==> config.mk <==
export PLATFORM = sky130hd
export DESIGN_NAME = pcd_core
export DESIGN_NICKNAME = d
export VERILOG_FILES = /design/src/pkg/pcd_pkg.sv /design/src/logic/pcd_core.sv
export SDC_FILE = /design/constraint.sdc
export NUM_CORES = 1
export LEC_CHECK = 0
export BUFFER_PORTS_ARGS = -buffer_cell sky130_fd_sc_hd__buf_2
export CAP_MARGIN = 20
export CORE_MARGIN = 8
export CORE_UTILIZATION = 60
export CTS_BUF_LIST = sky130_fd_sc_hd__clkbuf_16
export CTS_CLUSTER_DIAMETER = 100
export CTS_CLUSTER_SIZE = 25
export DETAILED_ROUTE_END_ITERATION = 8
export PLACE_DENSITY = 0.79
export SYNTH_ARGS = -nofsm -noshare
export SYNTH_HDL_FRONTEND = slang
export SYNTH_SLANG_ARGS = --single-unit
==> constraint.sdc <==
create_clock -name clk -period 6.4 [get_ports clk]
set_clock_uncertainty 0.1 [all_clocks]
set_input_delay 1.28 -clock clk [delete_from_list [all_inputs] [get_ports clk]]
set_output_delay 1.28 -clock clk [all_outputs]
set_load 0.03 [all_outputs]
==> src/pkg/pcd_pkg.sv <==
// Purpose: shared types and constants of the programmable clock divider sequencer
// Assumes: one 20 MHz system clock; all clock levels are modelled as sampled signals
// Notes:   counts are in master-clock rising edges unless stated otherwise
package pcd_pkg;

   // ----------------------------------------------------------------
   // widths and counts
   // ----------------------------------------------------------------
   localparam int          RATIO_W      = 9;              // programmed ratio field
   localparam int          CNT_W        = 10;             // divider counter, holds up to 513
   localparam logic [9:0]  DIV_OFFSET   = 10'h002;        // divisor = field + 2
   localparam logic [9:0]  DIV_MAX      = 10'h201;        // forced divisor during settling (513)
   localparam logic [8:0]  STAB_CYCLES  = 9'h100;         // settling wait in master-clock cycles
   localparam logic [8:0]  STAB_LAST    = 9'h0FF;         // last count of the settling wait
   localparam logic [8:0]  RATIO_RESET  = 9'h000;         // ratio value before first capture

   // ----------------------------------------------------------------
   // configuration word, captured once at power-on
   // ----------------------------------------------------------------
   typedef struct packed {
      logic ref_drive_off_bit;    // 1: reference pin high impedance
      logic pin_function_bit;     // 1: shared pin is power-down, 0: source select
      logic prescale_ratio_bit;   // 0: divide by 4, 1: divide by 2
      logic prescale_skip_bit;    // 1: prescaler bypassed
      logic bypass_all_scaling;   // 1: selected reference straight out
      logic ext_select_bit;       // 1: outside reference, 0: on-chip oscillator
   } pcd_cfg_t;

   localparam pcd_cfg_t CFG_RESET = '{default: 1'b0};

   // power sequencer, gray along init-settle-run-shutdown
   typedef enum logic [2:0] {
      PS_INIT     = 3'h0,
      PS_STAB     = 3'h1,
      PS_EN_REF   = 3'h3,
      PS_RUN      = 3'h2,
      PS_DIS_MAIN = 3'h6,
      PS_DIS_REF  = 3'h7,
      PS_OFF      = 3'h5
   } pcd_pwr_t;

   // reference selector, gray from RS_INT through RS_TO_INT; the step back to RS_INT flips two bits
   typedef enum logic [2:0] {
      RS_INT     = 3'h0,
      RS_TO_EXT  = 3'h1,
      RS_TO_EXT2 = 3'h3,
      RS_EXT     = 3'h2,
      RS_TO_INT  = 3'h6
   } pcd_rsel_t;

endpackage

==> src/logic/pcd_core.sv <==
// Purpose: reference mux, prescaler, 9-bit divider and enabling sequencer
// Assumes: pins asynchronous to clk; clock levels are sampled and rebuilt on clk
// Notes:   on-chip oscillator toggles every clk, so it runs at half the clk rate
`timescale 1ns/1ps

module pcd_core
   import pcd_pkg::*;
(
   input  wire logic                 clk,                    // 20 MHz system clock
   input  wire logic                 rst_n,                  // power-on reset, active low
   input  wire pcd_cfg_t             cfg_stored,             // stored configuration bits
   input  wire logic [RATIO_W-1:0]   ratio_word,             // stored ratio field
   input  wire logic                 output_enable,          // main output enable, high runs
   input  wire logic                 shared_power_select_pin,// select or power-down pin
   input  wire logic                 outside_ref_clock,      // outside reference level
   output logic                      main_out,               // divided clock, registered
   output logic                      main_oe_n,              // main pin driven when low
   output logic                      reference_clock_pin,    // master clock copy, registered
   output logic                      ref_oe_n,               // reference pin driven when low
   output logic                      osc_running             // oscillator and buffers on
);

   // ----------------------------------------------------------------
   // state record
   // ----------------------------------------------------------------
   typedef struct packed {
      pcd_pwr_t             pwr;
      pcd_rsel_t            rsel;
      pcd_cfg_t             cfg;
      logic [RATIO_W-1:0]   ratio;
      logic                 osc;
      logic [1:0]           presc;
      logic                 int_prev;
      logic                 mclk;
      logic                 mclk_d;
      logic                 oe_s1;
      logic                 oe_s2;
      logic                 pin_s1;
      logic                 pin_s2;
      logic                 oe_smp;
      logic                 bgate;
      logic [CNT_W-1:0]     cnt;
      logic [8:0]           stab;
      logic                 main_out;
      logic                 ref_en;
      logic                 ref_pin;
   } pcd_state_t;

   pcd_state_t       s_reg;
   pcd_state_t       s_next;
   logic             osc_on;
   logic             force_max;
   logic             scaled_internal_ref;
   logic             ext_lvl;
   logic             want_ext;
   logic             int_fall;
   logic             int_rise;
   logic             mclk_v;
   logic             mrise;
   logic             run_now;
   logic             pd_req;
   logic             main_en;
   logic [CNT_W-1:0] div_n;
   logic [CNT_W-1:0] high_len;
   logic [CNT_W-1:0] cnt_inc;
   logic             bgate_v;

   // ----------------------------------------------------------------
   // next-state logic
   // ----------------------------------------------------------------
   always_comb begin
      s_next = s_reg;
      // two-stage sampling of the asynchronous pins
      s_next.oe_s1  = output_enable;
      s_next.oe_s2  = s_reg.oe_s1;
      s_next.pin_s1 = shared_power_select_pin;
      s_next.pin_s2 = s_reg.pin_s1;

      // oscillator and input buffer stop in init and off
      osc_on      = (s_reg.pwr != PS_INIT) && (s_reg.pwr != PS_OFF);
      force_max   = (s_reg.pwr == PS_STAB);
      main_en     = (s_reg.pwr == PS_RUN);
      pd_req      = s_reg.cfg.pin_function_bit && !s_reg.pin_s2;
      s_next.osc  = osc_on ? !s_reg.osc : 1'b0;
      if (!osc_on) begin
         s_next.presc = 2'h0;
      end else if (!s_reg.osc) begin
         s_next.presc = s_reg.presc + 2'h1;
      end

      // prescaler mux; settling forces the slowest ratio unless all scaling is bypassed
      if (s_reg.cfg.bypass_all_scaling || (s_reg.cfg.prescale_skip_bit && !force_max)) begin
         scaled_internal_ref = s_reg.osc;
      end else if (s_reg.cfg.prescale_ratio_bit && !force_max) begin
         scaled_internal_ref = s_reg.presc[0];
      end else begin
         scaled_internal_ref = s_reg.presc[1];
      end
      ext_lvl  = outside_ref_clock && osc_on;
      // select role overrides the stored source bit
      want_ext = s_reg.cfg.pin_function_bit ? s_reg.cfg.ext_select_bit : !s_reg.pin_s2;
      s_next.int_prev = scaled_internal_ref;
      int_fall = s_reg.int_prev && !scaled_internal_ref;
      int_rise = !s_reg.int_prev && scaled_internal_ref;

      // glitch-free reference switch
      mclk_v = 1'b0;
      case (s_reg.rsel)
         RS_INT: begin
            mclk_v = scaled_internal_ref;
            if (want_ext && int_fall) begin
               s_next.rsel = RS_TO_EXT;
               mclk_v      = 1'b0;
            end
         end
         RS_TO_EXT: begin
            // internal low phase is the half-period hold
            if (int_rise) begin
               s_next.rsel = RS_TO_EXT2;
            end
         end
         RS_TO_EXT2: begin
            if (!ext_lvl) begin
               s_next.rsel = RS_EXT;
            end
         end
         RS_EXT: begin
            mclk_v = ext_lvl;
            // level triggered: a stuck-high outside clock never lets go
            if (!want_ext && !ext_lvl) begin
               s_next.rsel = RS_TO_INT;
            end
         end
         RS_TO_INT: begin
            if (int_fall) begin
               s_next.rsel = RS_INT;
            end
         end
         default: begin
            s_next.rsel = RS_INT;
         end
      endcase
      s_next.mclk   = mclk_v;
      s_next.mclk_d = s_reg.mclk;
      mrise = s_reg.mclk && !s_reg.mclk_d;

      // divider: high for the first ceil(N/2) master periods
      // limitation: a ratio change after power-on is ignored until the next reset
      div_n    = force_max ? DIV_MAX : ({1'b0, s_reg.ratio} + DIV_OFFSET);
      high_len = div_n - {1'b0, div_n[CNT_W-1:1]};
      cnt_inc  = (s_reg.cnt + 10'h001 >= div_n) ? 10'h000 : s_reg.cnt + 10'h001;
      run_now  = s_reg.oe_s2 && main_en;
      bgate_v  = s_reg.bgate;
      if (mrise) begin
         s_next.oe_smp = s_reg.oe_s2;
         if (!s_reg.cfg.bypass_all_scaling) begin
            if (!run_now && !s_reg.main_out) begin
               s_next.cnt      = 10'h000;
               s_next.main_out = 1'b0;
            end else begin
               // a pulse already begun always runs to its end
               s_next.main_out = (s_reg.cnt < high_len);
               s_next.cnt      = cnt_inc;
            end
         end
      end
      if (s_reg.cfg.bypass_all_scaling) begin
         // gate moves only as the master clock rises; one edge late by design
         if (mclk_v && !s_reg.mclk) begin
            bgate_v = s_reg.oe_smp && main_en;
         end
         s_next.bgate    = bgate_v;
         s_next.main_out = mclk_v && bgate_v;
         s_next.cnt      = 10'h000;
      end

      // power sequencer
      case (s_reg.pwr)
         PS_INIT: begin
            s_next.cfg   = cfg_stored;
            s_next.ratio = ratio_word;
            s_next.stab  = 9'h000;
            s_next.pwr   = PS_STAB;
         end
         PS_STAB: begin
            if (pd_req) begin
               s_next.pwr = PS_DIS_MAIN;
            end else if (mrise) begin
               if (s_reg.stab == STAB_LAST) begin
                  s_next.pwr = PS_EN_REF;
               end else begin
                  s_next.stab = s_reg.stab + 9'h001;
               end
            end
         end
         PS_EN_REF: begin
            // enable the copy only while the master clock is low
            if (pd_req) begin
               s_next.pwr = PS_DIS_MAIN;
            end else if (!mclk_v) begin
               s_next.ref_en = 1'b1;
               s_next.pwr    = PS_RUN;
            end
         end
         PS_RUN: begin
            if (pd_req) begin
               s_next.pwr = PS_DIS_MAIN;
            end
         end
         PS_DIS_MAIN: begin
            // outside bypass the counter clears only at a master edge, so this wait can span a period
            if (!s_reg.main_out && (s_reg.cnt == 10'h000)) begin
               s_next.pwr = PS_DIS_REF;
            end
         end
         PS_DIS_REF: begin
            if (!mclk_v) begin
               s_next.ref_en = 1'b0;
               s_next.pwr    = PS_OFF;
            end
         end
         PS_OFF: begin
            // wake restarts the full settling wait at forced maximum divide
            if (!pd_req) begin
               s_next.stab = 9'h000;
               s_next.pwr  = PS_STAB;
            end
         end
         default: begin
            s_next.pwr = PS_INIT;
         end
      endcase
      s_next.ref_pin = mclk_v && s_next.ref_en;
   end

   // ----------------------------------------------------------------
   // state register
   // ----------------------------------------------------------------
   always_ff @(posedge clk or negedge rst_n) begin
      if (!rst_n) begin
         // pin synchronisers start at the idle high level, so no false power-down follows reset
         s_reg <= '{pwr: PS_INIT, rsel: RS_INT, cfg: CFG_RESET, ratio: RATIO_RESET,
                    cnt: 10'h000, stab: 9'h000, presc: 2'h0, pin_s1: 1'b1, pin_s2: 1'b1,
                    default: 1'b0};
      end else begin
         s_reg <= s_next;
      end
   end

   // outputs straight from the state record
   assign main_out            = s_reg.main_out;
   assign main_oe_n           = !((s_reg.pwr == PS_RUN) || (s_reg.pwr == PS_DIS_MAIN));
   assign reference_clock_pin = s_reg.ref_pin;
   assign ref_oe_n            = s_reg.cfg.ref_drive_off_bit || !s_reg.ref_en;
   assign osc_running         = osc_on;
endmodule

==> out/results.md, run 1 <==
| Quantity | This run |
| --- | --- |
| CTS H-tree lvls | 2 |
| Final critical-path required period | 3880 ps |
| Number of violations of the max-capacitance limit | 0 |
| Reg2Reg Depth | 14 |
| Sequential element share of the synthesized area | 0.3918 |
| Number of buffers inserted for hold repair after clock tree synthesis | 0 |
| Core Util, Final | 0.6695 |
| Seq. cell area | 1379 sq um |
| Number of DRC markers after the initial detailed-route iteration | 107 |
| Register clock-pin slew on the reported worst setup and hold paths | 70 ps |
| Layout cell share with drive strength beyond 1 | 0.1580 |
| Crit Reg-Reg Startpoint | s_reg[52]$_DFFE_PN0P_ |
| Worst endpoint required time | 6510 ps |
| Antenna Nets Post-Route | 0 |
| Mean instance size in the synthesized netlist | 9.336 sq um |
| Flops & latches, synth | 55 |
| Hpwl dp | 5.583 mm |
| Setup repair bufs after CTS | 0 |
| Synth-to-Final Area Change | 9.954% |
| Post-synthesis instance total | 377 |
| CTS buffer count | 5 |
| Starting utilization of the core area | 0.6089 |
| Maximum vdd ir drop | 0.0001407 V |
| Count of input and output buffers | 24 |
| Total number of yosys warnings | 0 |
| Maximum clock frequency | 257.8 MHz |
| Slowest Stage Delay on Critical Path | 620 ps |
| Data arrival time of the worst path | 3990 ps |
| Post-route clock period utilization | 0.6062 |
| Setup slack on the worst flop-to-flop path | 2520 ps |
| Multi-input gate area | 2027 sq um |
| Via count | 2706 |
| TritonCTS clock tree | built |
| Ys async rst share | 1.000 |
| Detailed Routing Iterations Pass 1 | 5 |
| Later-pin clock latency in the skew report | 290 ps |
| Total grt overflow | 0 |
| Unrepaired setup endpoints after global routing | false |
| Antenna violations before repair | 0 |
| Outcome | completed |
| Finished Layout Cells | 480 |
| Top cells by count, synth | dfrtp_1 (53), nand2_1 (42), ha_1 (33) |
| Total wirelength of the detailed-routed design | 7.415 mm |
| Worst-case setup margin in the final layout | 2520 ps |
| CTS sink count | 55 |
| Clk pwr share | 0.328 |
| Top-Level Pins | 25 |
| Overall die width | 92.59 microns |
| Post-synth top area share | 0.3768 |
| Post-synth design cell area | 3520 sq um |
| Antenna diodes | 0 |
| Unique cell type count in the Yosys netlist | 50 |
| Most instantiated flip-flop cell in the synthesis netlist | dfrtp_1 |
| Setup TNS | 0 ps |
| Power per unit of standard cell area | 212.2 nW/um^2 |
| Routed vias/inst | 5.638 |
| Internal power | 0.5750 mW |
| Cell types occupying the most area after synthesis | dfrtp_1 (38%), ha_1 (12%), mux2_2 (5.1%) |
| Post-cts sizing count | 0 |
| Capture endpoint of the worst hold path | s_reg[26]$_DFF_PN0_ |
| Core area | 5781 sq um |
| Transition at the pin with the smallest max-transition slack | 773.9 ps |
| Part of the power in combinational logic | 0.183 |
| Switching component of the power | 0.2463 mW |
| Number of filler instances in the final layout | 474 |
| Worst reg2reg path endpoint | main_out$_DFFE_PN0P_ |
| GR Util All Layers | 0.1863 |
| Cell type contributing the most total cell area after synthesis | dfrtp_1 |
| Number of setup violations in the final report | 0 |
| Relative slew slack | 0.4810 |
| Final count of hold timing violations | 0 |
| DP Cell Count | 472 |
| Largest net degree at the start of global routing | 56 |
| Critical path start-end classification | flop to flop |
| Number of synthesized flops with an enable pin | 0 |
| Largest fanout on the critical path | 17 |
| Critical-path top delay cell | dfrtp_1 |
| Power share of the sequential group | 0.489 |
| Switching part of the total | 0.2999 |
| Number of nets in the layout | 458 |
| Die footprint | 8573 sq um |
| Worst hold path startpoint | s_next[26]$_DFF_PN0_ |
| Post-detailed-route wirelength per cell | 15.45 microns |
| Worst min-delay path category | flop to flop |
| Die height | 92.59 microns |
| Residual DRC | 0 |
| Worst Hold Depth | 0 |
| Max Root-Sink Buffers | 2 |
| Flip-flop count of the largest register after layout | 49 |
| Number of global-route vias before repair | 2729 |
| Startpoint Class | flop |
| Std cell rows | 28 |
| Wire length of the first global-routing pass | 12.92 mm |
| Critical Path Sink Type | flop |
| Post-place setup slack | 2541 ps |
| Max-slew violations | 0 |
| Cells traversed along the worst timing path | nor3b_2 -> or2_2 -> ha_1 -> a21o_1 -> a21oi_1 -> o21ai_0 -> a211oi_1 -> o31ai_1 -> xnor2_1 -> ha_1 -> and4_1 -> a211oi_1 -> a32oi_1 -> o21ai_0 |
| Net Count, Synth | 431 |
| GP Congestion | 0.8532 |
| Root Driver | clkbuf_16 |
| Leakage power of the design | 1.926 nW |
| Count leader, synth | dfrtp_1 |
per-layer routing:
layer | wire, microns | global-route usage | share of wire
met1 | 3449 | 0.2394 | 0.47
met2 | 3617 | 0.3081 | 0.49
met3 | 220 | 0.03883 | 0.030
met4 | 128 | 0.05638 | 0.017
met5 | 0 | 0 | 0
final cells by class:
type / count / area share
sequential: 55 / 0.3563
clock buffer: 5 / 0.03233
inverter: 25 / 0.02425
multi-input combinational: 291 / 0.5238
tap: 75 / 0.02425
timing repair buffer: 26 / 0.03492
clock inverter: 3 / 0.004203
cell families (layout without fill, tap and decap cells):
family	Yosys count	in the layout	share of synthesized area
muxes	17	17	0.05545
AOI/OAI and AO/OA	75	75	0.1308
and+or+nand+nor	138	138	0.1980
xor gates and xnor gates	27	27	0.06719
DFF	55	55	0.3918
buffers and inverters	31	59	0.03377
adders and majority gates	34	34	0.1230
cell usage in the layout (no fill, tap or decap), types with 4 or more instances in the layout:
master / Yosys / routed
o21ai_0: 24 / 24
a21oi_1: 19 / 19
and3_1: 6 / 6
nor3_1: 8 / 7
xnor2_1: 15 / 15
buf_2: 2 / 24
mux2_2: 16 / 16
nor2_1: 25 / 25
xor2_1: 12 / 12
nand2b_1: 10 / 10
nor2b_1: 9 / 9
nand2_1: 42 / 42
or2_2: 8 / 8
o22ai_1: 4 / 4
dfrtp_1: 53 / 53
inv_1: 25 / 26
ha_1: 33 / 33
a211oi_1: 5 / 5
nand3_1: 11 / 11
clkbuf_16: 0 / 5
worst max-delay path: cells and delay by family, from the launching register on:
kind | cells | cell delay [ps]
AOI/OAI and AO/OA | 8 | 1350
xor gates and xnor gates | 1 | 140
adders and majority gates | 2 | 570
DFF | 1 | 620
and+or+nand+nor | 3 | 1020
through the flow:
stage / area [sq um] / hold WS, ps / power (mW)
after floorplan: 3520 / 231.2 / 0.5018
after global placement: 3729 / 234.9 / 0.5486
after detailed placement: 3729 / 237.2 / 0.5578
after CTS: 3870 / 253.5 / 0.8249
after global routing: 3870 / 260.4 / 0.8645
final: 3870 / 252.2 / 0.8213
power groups by stage:
stage	logic, mW	clock network, mW	registers [mW]
6_report	0.150	0.269	0.402
3_5_place_dp	0.150	0	0.408
3_3_place_gp	0.142	0	0.407
5_1_grt	0.172	0.287	0.405
2_1_floorplan	0.0943	0	0.408
4_1_cts	0.152	0.272	0.401
how the worst max path moves through the flow:
stage	slack (ps)	cells past startpoint	start	end
3_5_place_dp	2540	14	s_reg[52]$_DFFE_PN0P_	main_out$_DFFE_PN0P_
2_1_floorplan	3000	15	s_reg[35]$_DFFE_PN0N_	main_out$_DFFE_PN0P_
5_1_grt	2170	14	s_reg[52]$_DFFE_PN0P_	main_out$_DFFE_PN0P_
4_1_cts	2520	14	s_reg[52]$_DFFE_PN0P_	main_out$_DFFE_PN0P_
3_3_place_gp	2670	14	s_reg[52]$_DFFE_PN0P_	main_out$_DFFE_PN0P_
6_report	2520	14	s_reg[52]$_DFFE_PN0P_	main_out$_DFFE_PN0P_
(Power assumes the default switching activity.)
==> run 2, diff against run 1 <==
--- a/config.mk
+++ b/config.mk
@@ -8,12 +8,12 @@
 export BUFFER_PORTS_ARGS = -buffer_cell sky130_fd_sc_hd__buf_2
 export CAP_MARGIN = 20
 export CORE_MARGIN = 8
-export CORE_UTILIZATION = 60
+export CORE_UTILIZATION = 55
 export CTS_BUF_LIST = sky130_fd_sc_hd__clkbuf_16
 export CTS_CLUSTER_DIAMETER = 100
 export CTS_CLUSTER_SIZE = 25
 export DETAILED_ROUTE_END_ITERATION = 8
-export PLACE_DENSITY = 0.79
+export PLACE_DENSITY = 0.77
 export SYNTH_ARGS = -nofsm -noshare
 export SYNTH_HDL_FRONTEND = slang
 export SYNTH_SLANG_ARGS = --single-unit
==> constraint.sdc (replaced) <==
create_clock -name clk -period 3.51 [get_ports clk]
set_clock_uncertainty 0.1 [all_clocks]
set_input_delay 0.702 -clock clk [delete_from_list [all_inputs] [get_ports clk]]
set_output_delay 0.702 -clock clk [all_outputs]
set_load 0.03 [all_outputs]
==> out/results.md, run 2 (synthesized netlist as in run 1, its figures left out) <==
| Quantity | This run |
| --- | --- |
| Outcome | completed |
| Wire length of the first global-routing pass | 13.39 mm |
| Critical-path top delay cell | dfrtp_1 |
| Largest net degree at the start of global routing | 35 |
| Hpwl dp | 6.042 mm |
| Core Util, Final | 0.6578 |
| Highest-count cells in the layout ignoring fill and taps | dfrtp_1 (53), nand2_1 (42), ha_1 (30) |
| TritonCTS clock tree | built |
| Most common cell after layout, fill and taps aside | dfrtp_1 |
| Setup slack on the worst flop-to-flop path | 60 ps |
| Starting utilization of the core area | 0.5607 |
| Worst endpoint required time | 3580 ps |
| Number of nets in the layout | 482 |
| Crit Reg-Reg Startpoint | s_reg[54]$_DFFE_PN0P_ |
| Slowest Stage Delay on Critical Path | 400 ps |
| Finished Layout Cells | 506 |
| Final critical-path required period | 3449 ps |
| CTS sink count | 55 |
| Switching part of the total | 0.3093 |
| Routed vias/inst | 5.814 |
| Reg2Reg Depth | 15 |
| Number of DRC markers after the initial detailed-route iteration | 155 |
| Switching component of the power | 0.4780 mW |
| Relative slew slack | 0.4525 |
| Post-detailed-route wirelength per cell | 16.04 microns |
| Max-slew violations | 0 |
| Most Frequent Cell on Critical Path | ha_1 |
| GP Congestion | 0.8816 |
| Worst reg2reg path endpoint | main_out$_DFFE_PN0P_ |
| CTS buffer count | 5 |
| Number of violations of the max-capacitance limit | 0 |
| Setup TNS | 0 ps |
| Critical Path Sink Type | flop |
| Final count of hold timing violations | 0 |
| Pwr Total | 1.546 mW |
| Maximum clock frequency | 290.0 MHz |
| Critical path start-end classification | flop to flop |
| Residual DRC | 0 |
| Worst min-delay path category | primary input to asynchronous set/reset pin |
| Antenna diodes | 0 |
| DP Cell Count | 497 |
| Die footprint | 9215 sq um |
| Data arrival time of the worst path | 3520 ps |
| Number of buffers inserted for hold repair after clock tree synthesis | 0 |
| Total wirelength of the detailed-routed design | 8.118 mm |
| Number of setup violations in the final report | 0 |
| Std cell rows | 29 |
| CTS H-tree lvls | 2 |
| Number of global-route vias before repair | 2952 |
| Overall die width | 96.00 microns |
| Root Driver | clkbuf_16 |
| Cells traversed along the worst timing path | or3b_4 -> nand2b_1 -> inv_2 -> ha_1 -> nor2b_1 -> o21ai_1 -> o21ai_2 -> a211oi_2 -> o31ai_1 -> xnor2_1 -> ha_1 -> and4_4 -> o2111ai_1 -> a32oi_1 -> o21ai_0 |
| Count of input and output buffers | 24 |
| Internal power | 1.068 mW |
| Core area | 6277 sq um |
| Register clock-pin slew on the reported worst setup and hold paths | 80 ps |
| Number of filler instances in the final layout | 474 |
| Layout cell share with drive strength beyond 1 | 0.2401 |
| Startpoint Class | flop |
| Synth-to-Final Area Change | 17.31% |
| Via count | 2942 |
| Largest delay contributor family on the critical path | compound AO/OA/AOI/OAI gates |
| Leakage power of the design | 2.047 nW |
| Buffers plus inverters on the worst setup path | 1 |
| GR Util All Layers | 0.1838 |
| Flip-flop count of the largest register after layout | 49 |
| Power share of the sequential group | 0.466 |
| Antenna Nets Post-Route | 0 |
| Largest fanout on the critical path | 4 |
| Post-route clock period utilization | 0.9825 |
| Total grt overflow | 0 |
| Part of the power in combinational logic | 0.203 |
| Max Root-Sink Buffers | 2 |
| Die height | 96.00 microns |
| Power per unit of standard cell area | 374.3 nW/um^2 |
| Transition at the pin with the smallest max-transition slack | 818.2 ps |
| Top-Level Pins | 25 |
| Antenna violations before repair | 0 |
| Detailed Routing Iterations Pass 1 | 4 |
| Clk pwr share | 0.331 |
| Maximum vdd ir drop | 0.0002925 V |
| Later-pin clock latency in the skew report | 300 ps |
[run 2: area by class of cell]
| cell class | instances | area [sq um] | share of cell area |
|---|---|---|---|
| well taps | 77 | 96.34 | 0.02333 |
| clock buffers | 5 | 125.1 | 0.03030 |
| clock inverters | 3 | 22.52 | 0.005455 |
| multi-input cells | 291 | 2097 | 0.5079 |
| inverters | 25 | 93.84 | 0.02273 |
| repair buffers | 50 | 315.3 | 0.07636 |
| flip-flops and latches | 55 | 1379 | 0.3339 |
[run 2: worst max-delay path by stage]
stage | from | to | slack (ps) | cells after the start
CTS | s_reg[35]$_DFFE_PN0N_ | main_out$_DFFE_PN0P_ | 10 | 15
global route | s_reg[35]$_DFFE_PN0N_ | main_out$_DFFE_PN0P_ | -150 | 15
finish | s_reg[54]$_DFFE_PN0P_ | main_out$_DFFE_PN0P_ | 60 | 15
detailed placement | s_reg[35]$_DFFE_PN0N_ | main_out$_DFFE_PN0P_ | -20 | 15
global placement | s_reg[35]$_DFFE_PN0N_ | main_out$_DFFE_PN0P_ | 50 | 15
floorplan | s_reg[35]$_DFFE_PN0N_ | main_out$_DFFE_PN0P_ | 110 | 15
[run 2: routing by layer]
metal	share of wire	up-vias	global-route usage
li1	-	1428	-
met1	0.45	1436	0.2276
met2	0.49	57	0.3093
met3	0.028	21	0.03120
met4	0.027	0	0.07554
met5	0	-	0
[run 2: power by group through the flow]
stage	registers, mW	logic [mW]	clock network [mW]
after global placement	0.730	0.282	0
after CTS	0.720	0.308	0.516
after global routing	0.728	0.350	0.538
after floorplan	0.743	0.172	0
final	0.720	0.314	0.512
after detailed placement	0.733	0.295	0
[run 2: through the flow]
step	setup slack (ps)	area [sq um]	hold WS (ps)
after global placement	52.90	3904	233.3
after CTS	13.12	4051	253.6
after detailed placement	-23.22	3904	236.4
after floorplan	107.6	3520	231.2
final	61.45	4129	241.4
after global routing	-149.1	4129	255.2
[run 2: timing repair]
action	CTS	global route
gates cloned	0	0
setup buffers	0	1
endpoints found under the hold margin	0	0
resized for setup	1	17
pin swaps	0	2
endpoints found under the setup margin	1	1
==> run 3, diff against run 2 <==
--- a/config.mk
+++ b/config.mk
@@ -5,15 +5,19 @@
 export SDC_FILE = /design/constraint.sdc
 export NUM_CORES = 1
 export LEC_CHECK = 0
+export ABC_AREA = 1
 export BUFFER_PORTS_ARGS = -buffer_cell sky130_fd_sc_hd__buf_2
 export CAP_MARGIN = 20
+export CELL_PAD_IN_SITES_DETAIL_PLACEMENT = 0
+export CELL_PAD_IN_SITES_GLOBAL_PLACEMENT = 1
 export CORE_MARGIN = 8
-export CORE_UTILIZATION = 55
+export CORE_UTILIZATION = 42
 export CTS_BUF_LIST = sky130_fd_sc_hd__clkbuf_16
 export CTS_CLUSTER_DIAMETER = 100
 export CTS_CLUSTER_SIZE = 25
 export DETAILED_ROUTE_END_ITERATION = 8
-export PLACE_DENSITY = 0.77
+export PLACE_DENSITY_LB_ADDON = 0.1
 export SYNTH_ARGS = -nofsm -noshare
 export SYNTH_HDL_FRONTEND = slang
 export SYNTH_SLANG_ARGS = --single-unit
+export TNS_END_PERCENT = 1
==> out/results.md, run 3 <==
| Quantity | This run |
| --- | --- |
| Outcome | completed |
| Startpoint Class | flop |
| Overall die width | 109.9 microns |
| GR Util All Layers | 0.1466 |
| Most common cell after layout, fill and taps aside | nand2_1 |
| Synth-to-Final Area Change | 15.85% |
| Transition at the pin with the smallest max-transition slack | 819.3 ps |
| Number of filler instances in the final layout | 875 |
| Total grt overflow | 0 |
| Critical-path top delay cell | dfrtp_1 |
| CTS H-tree lvls | 2 |
| Die footprint | 12080 sq um |
| Worst-case setup margin in the final layout | 150.6 ps |
| Maximum clock frequency | 297.7 MHz |
| Worst min-delay path category | primary input to asynchronous set/reset pin |
| CTS sink count | 55 |
| Post-synth design cell area | 3702 sq um |
| Flops & latches, synth | 55 |
| Cell type contributing the most total cell area after synthesis | dfrtp_1 |
| Critical Path Sink Type | flop |
| Number of violations of the max-capacitance limit | 0 |
| Power per unit of standard cell area | 1104 nW/um^2 |
| Number of setup violations in the final report | 0 |
| GP Congestion | 0.7941 |
| Number of nets in the layout | 541 |
| Total wirelength of the detailed-routed design | 8.254 mm |
| Maximum vdd ir drop | 0.0004631 V |
| Largest net degree at the start of global routing | 36 |
| TritonCTS clock tree | built |
| Antenna diodes | 0 |
| Detailed Routing Iterations Pass 1 | 4 |
| Post-synthesis instance total | 450 |
| Final count of hold timing violations | 0 |
| Data arrival time of the worst path | 3450 ps |
| Residual DRC | 0 |
| Unique cell type count in the Yosys netlist | 49 |
| Number of DRC markers after the initial detailed-route iteration | 84 |
| Crit Reg-Reg Startpoint | s_reg[36]$_DFFE_PN0N_ |
| Top-Level Pins | 25 |
| Number of synthesized flops with an enable pin | 0 |
| Routed vias/inst | 5.099 |
| Buffers plus inverters on the worst setup path | 4 |
| Register clock-pin slew on the reported worst setup and hold paths | 80 ps |
| Highest-count cells in the layout ignoring fill and taps | nand2_1 (66), inv_1 (61), dfrtp_1 (53) |
| Relative slew slack | 0.4525 |
| Post-detailed-route wirelength per cell | 13.85 microns |
| Via count | 3039 |
| Unrepaired setup endpoints after global routing | true |
| Count of input and output buffers | 24 |
| Starting utilization of the core area | 0.4287 |
| CTS buffer count | 5 |
| Hpwl dp | 6.480 mm |
| Post-place setup slack | -41.64 ps |
| Std cell rows | 34 |
| Number of global-route vias before repair | 2971 |
| Top cells by count, synth | nand2_1 (71), inv_1 (67), dfrtp_1 (53) |
| Die height | 109.9 microns |
| Mean instance size in the synthesized netlist | 8.227 sq um |
| Critical path start-end classification | flop to flop |
| Post-synth top area share | 0.3582 |
| Antenna violations before repair | 0 |
| Ys async rst share | 1.000 |
| Sequential element share of the synthesized area | 0.3724 |
| Worst endpoint required time | 3600 ps |
| Post-route clock period utilization | 0.9571 |
| Wire length of the first global-routing pass | 14.15 mm |
| Most instantiated flip-flop cell in the synthesis netlist | dfrtp_1 |
| Layout cell share with drive strength beyond 1 | 0.2213 |
| Hold Worst Slack | 249.1 ps |
| Worst Setup SP | s_reg[36]$_DFFE_PN0N_ |
| Flip-flop count of the largest register after layout | 49 |
| Core area | 8636 sq um |
| Root Driver | clkbuf_16 |
| Most Frequent Cell on Critical Path | nand2_1 |
| Cell types occupying the most area after synthesis | dfrtp_1 (36%), ha_1 (11%), nand2_1 (7.2%) |
| Total number of yosys warnings | 0 |
| Final critical-path required period | 3359 ps |
| Leakage power of the design | 2.129 nW |
| Largest fanout on the critical path | 3 |
| Net Count, Synth | 504 |
| Slowest Stage Delay on Critical Path | 400 ps |
| Max-slew violations | 0 |
| Antenna Nets Post-Route | 0 |
| Largest delay contributor family on the critical path | simple AND/OR/NAND/NOR gates |
| Later-pin clock latency in the skew report | 300 ps |
| Max Root-Sink Buffers | 2 |
| Count leader, synth | nand2_1 |
-- run 3: final timing paths --
path / to / slack, ps / cells after the start
worst min register to register: s_reg[26]$_DFF_PN0_ / 260 / 0
worst max-delay path: main_out$_DFFE_PN0P_ / 150 / 26
max in group asynchronous: s_next[24]$_DFF_PN1_ / 2220 / 2
worst min-delay path: s_reg[51]$_DFFE_PN0P_ / 250 / 1
worst max register to register: main_out$_DFFE_PN0P_ / 150 / 26
min in group clk: s_reg[26]$_DFF_PN0_ / 260 / 0
-- run 3: cells by family (layout without fill, tap and decap cells) --
kind of cell / after synthesis / after routing / share of synthesized area
AO/OA/AOI/OAI: 79 / 79 / 0.1274
XOR/XNOR: 15 / 15 / 0.03548
adder cells (fa/ha/maj): 34 / 34 / 0.1169
buffers and inverters: 79 / 117 / 0.08753
flip-flops: 55 / 55 / 0.3724
multiplexers: 10 / 10 / 0.03042
AND/OR/NAND/NOR: 178 / 178 / 0.2298
-- run 3: metrics by stage --
step / total power, mW / utilization / area (sq um) / instances / setup TNS, ps
floorplan: 3.178 / - / 3702 / 450 / 0
global placement: 3.787 / 0.4594 / 3968 / 583 / 0
detailed placement: 3.819 / 0.4594 / 3968 / 583 / -41.64
CTS: 4.369 / 0.4784 / 4131 / 591 / 0
global route: 5.260 / 0.4967 / 4289 / 596 / -94.94
finish: 4.733 / 0.4967 / 4289 / 596 / 0
-- run 3: layout make-up --
| class | instances | area [sq um] | share of cell area |
|---|---|---|---|
| Sequential cell | 55 | 1379 | 0.3215 |
| Multi-Input combinational cell | 316 | 2125 | 0.4953 |
| Clock inverter | 3 | 33.78 | 0.007876 |
| Tap cell | 108 | 135.1 | 0.03151 |
| Inverter | 72 | 274.0 | 0.06389 |
| Clock buffer | 5 | 125.1 | 0.02917 |
| Timing Repair Buffer | 37 | 217.7 | 0.05076 |
-- run 3: repair_timing --
| item | in CTS | in global routing |
|---|---|---|
| hold buffers | 0 | 0 |
| buffers inserted | 0 | 5 |
| endpoints found under the setup margin | 1 | 1 |
| hold endpoints to repair | 0 | 0 |
| resized for setup | 1 | 31 |
| pin swaps | 0 | 18 |
-- run 3: layer usage --
metal,global-route usage,wire (microns),vias up
li1,-,-,1569
met1,0.1934,3952,1437
met2,0.2432,4104,31
met3,0.02286,166,2
met4,0.03954,31,0
met5,0,0,-
-- run 3: worst register-to-register path, stage by stage (launching register included) --
cell	delay, ps
dfrtp_1	400
ha_2	200
nand2_2	60
nor2_1	40
inv_1	110
nor2_4	60
nand3_2	60
inv_2	50
nor3_4	200
inv_2	70
ha_4	290
nand2_4	50
inv_2	40
nand4_1	90
o211ai_1	170
nand2_1	90
nand2_1	90
a21oi_2	60
xor2_1	140
ha_1	340
nand2_2	70
nor2_2	100
o211ai_1	110
nand4_1	100
nand2_1	50
nand2_1	50
nand2_1	60
-- run 3: where the power goes --
group,internal [mW],leakage [nW],switching (mW)
Clock,0.276,0.0776,0.252
Combinational,1.32,1.36,1.90
Sequential,0.826,0.692,0.151
